## src/hw/cc_regs.vh

```
`ifndef CC_REGS_VH
`define CC_REGS_VH

// module count
`define NUM_MODULES 5
`define WDT_MODULE 4

// register map, byte addresses; module n at base + 4*n
`define ADDR_MODE_BASE 8'h00
`define ADDR_CMP_LOW_BASE 8'h20
`define ADDR_CMP_HIGH_BASE 8'h40
`define ADDR_COUNTER 8'h60
`define ADDR_CONTROL 8'h64
`define ADDR_STATUS 8'h68
`define ADDR_MASK 8'h6c

// mode register fields
`define MODE_RESET 8'h00
`define MODE_COMPARATOR 6
`define MODE_RISING 5
`define MODE_FALLING 4
`define MODE_MATCH 3
`define MODE_TOGGLE 2
`define MODE_PWM 1
`define MODE_IRQ_EN 0

// control register fields
`define CTRL_RUN 0
`define CTRL_WATCHDOG 1
`define CTRL_RESET 2'h0
`endif

```

## src/hw/cc_slot.v

```verilog
`timescale 1ns/1ps
`include "cc_regs.vh"
module cc_slot
(
  // clock and reset
  input wire clk,
  input wire rst,
  // configuration
  input wire [7:0] mode,
  input wire [15:0] counter,
  input wire count_en,
  // software writes to compare bytes
  input wire low_wr,
  input wire high_wr,
  input wire [7:0] wdata,
  // pin
  input wire pin_in,
  output reg pin_out,
  // state
  output reg [7:0] compare_low_byte,
  output reg [7:0] compare_high_byte,
  output wire match,
  output wire event_pulse
);
  reg sync0;
  reg sync1;
  reg sync_prev;
  wire rise;
  wire fall;
  wire cap;
  wire cmp_en;
  wire pwm;
  wire wrap;

  // ----------------------------------------
  // capture input
  // ----------------------------------------
  always @(posedge clk)
  begin
    if (rst)
    begin
      sync0 <= 1'b0;
      sync1 <= 1'b0;
      sync_prev <= 1'b0;
    end
    else
    begin
      sync0 <= pin_in;
      sync1 <= sync0;
      sync_prev <= sync1;
    end
  end

  assign rise = sync1 & ~sync_prev;
  assign fall = ~sync1 & sync_prev;
  assign cap = (mode[`MODE_RISING] & rise) | (mode[`MODE_FALLING] & fall);
  assign cmp_en = mode[`MODE_COMPARATOR];
  assign pwm = mode[`MODE_PWM];
  // compare only on a counting cycle so one count gives one event
  assign match = cmp_en & count_en & ~pwm
    & (counter == {compare_high_byte, compare_low_byte});
  assign event_pulse = cap | (match & mode[`MODE_MATCH]);
  assign wrap = count_en & (counter[7:0] == 8'hff);

  // ----------------------------------------
  // compare registers and pin
  // ----------------------------------------
  always @(posedge clk)
  begin
    if (rst)
    begin
      compare_low_byte <= 8'h00;
      compare_high_byte <= 8'h00;
      pin_out <= 1'b0;
    end
    else
    begin
      if (cap)
      begin
        compare_low_byte <= counter[7:0];
        compare_high_byte <= counter[15:8];
      end
      else
      begin
        if (low_wr)
          compare_low_byte <= wdata;
        else if (pwm & cmp_en & wrap)
          compare_low_byte <= compare_high_byte;
        if (high_wr)
          compare_high_byte <= wdata;
      end
      if (pwm & cmp_en)
        pin_out <= (counter[7:0] >= compare_low_byte);
      else if (match & mode[`MODE_TOGGLE])
        pin_out <= ~pin_out;
    end
  end
endmodule // cc_slot

```

## src/hw/cc_array.v

```verilog
// Decided for this implementation: the register offsets and the strobed register port.
`timescale 1ns/1ps
`include "cc_regs.vh"
module cc_array
(
  // clock and reset
  input wire clk,
  input wire rst,
  // register port
  input wire [7:0] addr,
  input wire [7:0] wdata,
  input wire wr,
  input wire rd,
  output reg [7:0] rdata,
  // counter time base
  input wire count_en,
  // module pins
  input wire [4:0] module_pin_in,
  output wire [4:0] module_pin,
  // interrupt and watchdog
  output wire irq,
  output reg internal_reset
);
  reg [15:0] counter;
  reg [1:0] counter_control_reg;
  reg [39:0] mode_flat;
  reg [4:0] module_event_flag;
  reg [4:0] irq_mask;
  wire [39:0] low_flat;
  wire [39:0] high_flat;
  wire [4:0] match;
  wire [4:0] ev;
  wire tick;
  wire [2:0] slot;
  wire in_mode;
  wire in_low;
  wire in_high;
  wire [4:0] irq_en;
  integer i;

  assign tick = count_en & counter_control_reg[`CTRL_RUN];
  assign slot = addr[4:2];
  assign in_mode = (addr[7:5] == 3'h0) & (slot < 3'h5) & (addr[1:0] == 2'h0);
  assign in_low = (addr[7:5] == 3'h1) & (slot < 3'h5) & (addr[1:0] == 2'h0);
  assign in_high = (addr[7:5] == 3'h2) & (slot < 3'h5) & (addr[1:0] == 2'h0);

  // ----------------------------------------
  // modules on one shared counter
  // ----------------------------------------
  genvar g;
  generate
    for (g = 0; g < `NUM_MODULES; g = g + 1)
    begin : mod
      cc_slot u_slot
      (
        .clk(clk),
        .rst(rst),
        .mode(mode_flat[g*8 +: 8]),
        .counter(counter),
        .count_en(tick),
        .low_wr(wr & in_low & (slot == g)),
        .high_wr(wr & in_high & (slot == g)),
        .wdata(wdata),
        .pin_in(module_pin_in[g]),
        .pin_out(module_pin[g]),
        .compare_low_byte(low_flat[g*8 +: 8]),
        .compare_high_byte(high_flat[g*8 +: 8]),
        .match(match[g]),
        .event_pulse(ev[g])
      );
      assign irq_en[g] = mode_flat[g*8 + `MODE_IRQ_EN];
    end
  endgenerate

  // ----------------------------------------
  // counter, registers, flags
  // ----------------------------------------
  always @(posedge clk)
  begin
    if (rst)
    begin
      counter <= 16'h0000;
      counter_control_reg <= `CTRL_RESET;
      mode_flat <= {5{`MODE_RESET}};
      module_event_flag <= 5'h00;
      irq_mask <= 5'h00;
    end
    else
    begin
      if (wr & (addr == `ADDR_COUNTER))
        counter <= {8'h00, wdata};
      else if (tick)
        counter <= counter + 16'h0001;
      if (wr & (addr == `ADDR_CONTROL))
        counter_control_reg <= wdata[1:0];
      if (wr & in_mode)
      begin
        for (i = 0; i < `NUM_MODULES; i = i + 1)
          if (slot == i)
            mode_flat[i*8 +: 8] <= {1'b0, wdata[6:0]};
      end
      if (wr & (addr == `ADDR_MASK))
        irq_mask <= wdata[4:0];
      // a new event wins over a simultaneous write-one clear
      if (wr & (addr == `ADDR_STATUS))
        module_event_flag <= (module_event_flag & ~wdata[4:0]) | ev;
      else
        module_event_flag <= module_event_flag | ev;
    end
  end

  // both the per-module mode enable bit and the module's bit in the mask register must pass
  assign irq = |(module_event_flag & irq_en & irq_mask);

  // ----------------------------------------
  // watchdog on module 4 only
  // ----------------------------------------
  // one-cycle pulse; the external reset pin is left untouched
  always @(posedge clk)
  begin
    if (rst)
      internal_reset <= 1'b0;
    else
      internal_reset <= counter_control_reg[`CTRL_WATCHDOG]
        & match[`WDT_MODULE];
  end

  // ----------------------------------------
  // read port
  // ----------------------------------------
  always @(posedge clk)
  begin
    if (rst)
      rdata <= 8'h00;
    else if (rd)
    begin
      rdata <= 8'h00;
      if (in_mode)
        rdata <= mode_flat[slot*8 +: 8];
      else if (in_low)
        rdata <= low_flat[slot*8 +: 8];
      else if (in_high)
        rdata <= high_flat[slot*8 +: 8];
      else if (addr == `ADDR_COUNTER)
        rdata <= counter[7:0];
      else if (addr == `ADDR_CONTROL)
        rdata <= {6'h00, counter_control_reg};
      else if (addr == `ADDR_STATUS)
        rdata <= {3'h0, module_event_flag};
      else if (addr == `ADDR_MASK)
        rdata <= {3'h0, irq_mask};
    end
  end
endmodule // cc_array

```

## config.mk

```make
export PLATFORM = sky130hd
export DESIGN_NAME = cc_array
export DESIGN_NICKNAME = d
export VERILOG_FILES = /design/src/hw/cc_slot.v /design/src/hw/cc_array.v
export VERILOG_INCLUDE_DIRS = /design/src /design/src/hw
export SDC_FILE = /design/constraint.sdc
export NUM_CORES = 1
export LEC_CHECK = 0
export ABC_AREA = 0
export ABC_CLOCK_PERIOD_IN_PS = 3240
export BUFFER_PORTS_ARGS = -buffer_cell sky130_fd_sc_hd__buf_2
export CORE_AREA = 8 8 233 168
export CTS_CLUSTER_DIAMETER = 50
export CTS_CLUSTER_SIZE = 8
export DETAILED_ROUTE_END_ITERATION = 10
export DIE_AREA = 0 0 241 176
export PLACE_DENSITY_LB_ADDON = 0.2
export SKIP_CTS_REPAIR_TIMING = 1
export SLEW_MARGIN = 30
export SYNTH_ARGS = -nofsm -noshare
export SYNTH_HDL_FRONTEND = slang
export SYNTH_SLANG_ARGS = --single-unit
```

## constraint.sdc

```tcl
create_clock -name clk -period 3.24 [get_ports clk]
set_input_delay 0.162 -clock clk [delete_from_list [all_inputs] [get_ports clk]]
set_output_delay 0.162 -clock clk [all_outputs]
set_load 0.02 [all_outputs]
```

==> impl_summary.txt <==
----------------------------------------------------
[Floorplanning]
  Total number of placement rows ... 58
  Total Die Area ... 42400 um^2
  Core Footprint ... 35400 um^2
  Vertical die dimension ... 176 um
  Number of I/O pins ... between 40 and 50
  Horizontal die dimension ... between 200 and 250 um
  Initial core utilization ... around 30%

[Synthesis]
  Yosys warning count ... 0
  Async SR Flop Fraction ... 0%
  Share of the yosys chip area belonging to registers ... roughly 33%
  Prevailing post-synth register cell ... dfxtp_1
  Yosys reg bits ... roughly 170
  Combined area of all synthesized cells ... around 10000 um^2
  Syn Inst Count ... between 1000 and 1500
  Syn Nets ... around 1300
  Unique masters post-synth ... 70
  Number of synthesized flops with an enable pin ... 0
  Mean instance size in the synthesized netlist ... approximately 8.6 um^2

[Global routing]
  Initial antenna violation count ... 1
  GR Util All Layers ... slightly above 20%
  Via count of the first global-routing pass ... about 9300
  Largest net degree at the start of global routing ... between 60 and 70
  Global-route wire length before repair ... roughly 65000 um
  Total congestion overflow ... 0

[Critical path]
  Type of destination of the critical path ... flop
  Required time of the worst setup path ... roughly 3.6 ns
  Setup Crit Path Kind ... reg2reg
  Crit path buffers/inverters ... 1
  Slowest stage cell on the critical path ... dfxtp_1
  Critical path arrival ... around 3.0 ns
  Startpoint type of the worst setup path ... flop
  Top fanout value on the critical path ... 9
  Ordered cell list for the critical path ... inv_1 > ha_1 > nand4_1 > or4_1 > nor4_1 > xnor2_1 > a211oi_1
  Top delay family on crit path ... simple AND/OR/NAND/NOR gates
  Largest incremental delay on the critical path ... around 0.56 ns

[STA]
  Setup TNS after final layout ... 0 ns
  Final hold viol count ... 0
  Final Max Slew Viols ... 0
  Slew at the pin with the worst max-slew slack ... around 0.91 ns
  Clk_skew ... approximately 0.013 ns
  RSZ-0062 raised after global routing ... no
  Relative slew slack ... 39.1%
  Least setup slack across all paths after layout ... between 0.6 and 0.7 ns
  Share of the cycle needed by the critical path after routing ... 81.2%
  Top achievable clock speed ... around 380 MHz
  Final-report setup violation count ... 0
  Final critical-path required period ... 2.63 ns

[Clocking]
  H-tree Lvls ... 4
  Clock tree from TritonCTS ... yes
  Clock buffer depth ... 2
  CTS Root Cell ... clkbuf_16
  Total CTS buffers ... 17
  CTS clk-pin slew, worst paths ... 0.08 ns
  Clock sink count ... between 150 and 200
  Clk_lat worst skew ... between 0.4 and 0.5 ns

[Routing]
  Via count ... just under 10000
  Count of antenna-violating nets left after detailed routing ... 0
  Total routed wirelength ... between 40000 and 50000 um
  Number of vias per cell after detailed routing ... around 5.7
  Number of search-and-repair iterations in the first detailed-routing pass ... 7
  Starting DRC count in detailed routing ... between 1000 and 1500
  Average detailed-routed wire length per instance ... 25.6 um
  DRC ... 0

[Cells and area]
  Registers with the most flip-flops ... mod.u_slot.compare_high_byte: 40 flops, mod.u_slot.compare_low_byte: 40 flops, mode_flat: 35 flops
  Final Net Count ... ~1300
  Non-Filler Instances ... 1734
  Antenna cell count ... 0
  End-of-flow core utilization ... approximately a third
  Cell area after layout ... ~12000 um^2
  Layout area overhead ... 13.9%
  Share of post-route cells with drive strength above 1 ... 15.6%

[Flow run]
  Number of max-cap violations ... 0

[Placement]
  Cell Count Post-Placement ... 1698
  DPL Wire Length ... between 30000 and 40000 um
  Port buffer count ... 40
  Cell area after placement ... between 10000 and 15000 um^2
  Gp weighted congestion ... 0.965
  Worst Setup Slack post-DPL ... between 0.6 and 0.7 ns

[Worst hold path]
  HP Class ... in2reg

[Status]
  Run status ... completed

[Power and ir drop]
  Total power divided by cell area ... between 300 and 400 nW/um^2
  Peak ir drop on the vdd network ... 0.380 mV
  Leak pwr ... roughly 5.1 nW

----------------------------------------------------
cell usage after synthesis (all sizes together) (6+ instances only):
cell type | count | area share (%)
a2bb2oi | 7 | 0.59
o221a | 17 | 1.8
mux2i | 102 | 9.8
o21ai | 57 | 2.7
nand4 | 25 | 1.6
a21o | 7 | 0.50
ha | 41 | 4.9
nor4 | 10 | 0.80
mux4 | 6 | 1.3
a22o | 10 | 0.84
dfxtp | 172 | 33
and4 | 8 | 0.67
mux2 | 23 | 2.5
nor2b | 29 | 1.7
xor2 | 34 | 2.8
o221ai | 14 | 1.2
and3 | 8 | 0.48
a31oi | 7 | 0.42
inv | 43 | 1.5
nand3 | 30 | 1.7
clkbuf | 64 | 2.3
nand2 | 48 | 1.7
nor3 | 41 | 2.2
a21oi | 56 | 2.7
buf | 38 | 1.9
nand2b | 7 | 0.42
a211o | 9 | 0.75
nor2 | 146 | 5.2
o21a | 23 | 1.7
o22ai | 7 | 0.42
xnor2 | 26 | 2.2
or4 | 6 | 0.43
a211oi | 36 | 2.6
path summary, 6_finish.rpt:
check / from / to / slack [ns] / cells after the start
setup reg to reg: counter[0] / mod[0].u_slot.pin_out / 0.61 / 7
hold reg to reg: mod[2].u_slot.sync0 / mod[2].u_slot.sync1 / 0.44 / 1
hold / removal: rd / rdata[2] / 0.08 / 3
setup / recovery: counter[0] / mod[0].u_slot.pin_out / 0.61 / 7
cell type report:
cell class	instances	area (um^2)
clock buffer	19	443
clock inverter	12	113
fill	3786	23500
inverter	44	165
multi-input combinational	899	6420
sequential	172	3440
tap	480	601
timing repair buffer	108	738
cell usage in the layout (no fill, tap or decap), types with 14 or more instances in the layout:
master	n
nand4_1	24
o21a_1	23
mux2i_1	102
nor2b_1	29
a211oi_1	36
o221ai_1	14
inv_1	42
buf_4	63
o221a_2	17
a21oi_1	56
nand2_1	48
nor2_1	146
mux2_2	23
clkbuf_16	17
dfxtp_1	172
ha_1	41
xnor2_1	26
buf_2	39
o21ai_0	53
nand3_1	24
xor2_1	34
nor3_1	37
tightest hold or removal path, stage by stage:
cell and delay, ns:
buf_2 0.17, o2111ai_1 0.11, o22ai_1 0.07
cells by family (layout without fill, tap and decap cells):
logic type                 after synthesis  after routing  share of synthesized area (%)
xor gates and xnor gates                60             60                           5.02
adders and majority gates               41             41                           4.90
DFF                                    172            172                           32.9
muxes                                  131            131                           13.5
and+or+nand+nor                        381            381                           18.7
AOI/OAI and AO/OA                      286            286                           19.2
buffers and inverters                  146            183                           5.75
per-layer routing:
metal  routed length (um)  GRT usage (%)  vias up
met5                   13              0        -
met4                 1100           6.04        2
met3                 4890           7.20       70
met2                17200           27.8      458
met1                21100           30.4     4820
li1                     -              -     4492
stage by stage:
stage,power [mW],hold WS (ns)
after global placement,2.47,0.377
after CTS,4.50,-0.104
after floorplan,2.35,0.290
after global routing,4.62,0.110
final,4.50,0.0841
after detailed placement,2.47,0.378
power breakdown:
part	internal (mW)	leakage [nW]	total [mW]	switching, mW
logic	0.0835	3.46	0.302	0.218
clock network	1.08	0.270	2.07	0.983
registers	2.12	1.39	2.13	0.00742
total	3.29	5.12	4.50	1.21
(Power assumes the default switching activity.)
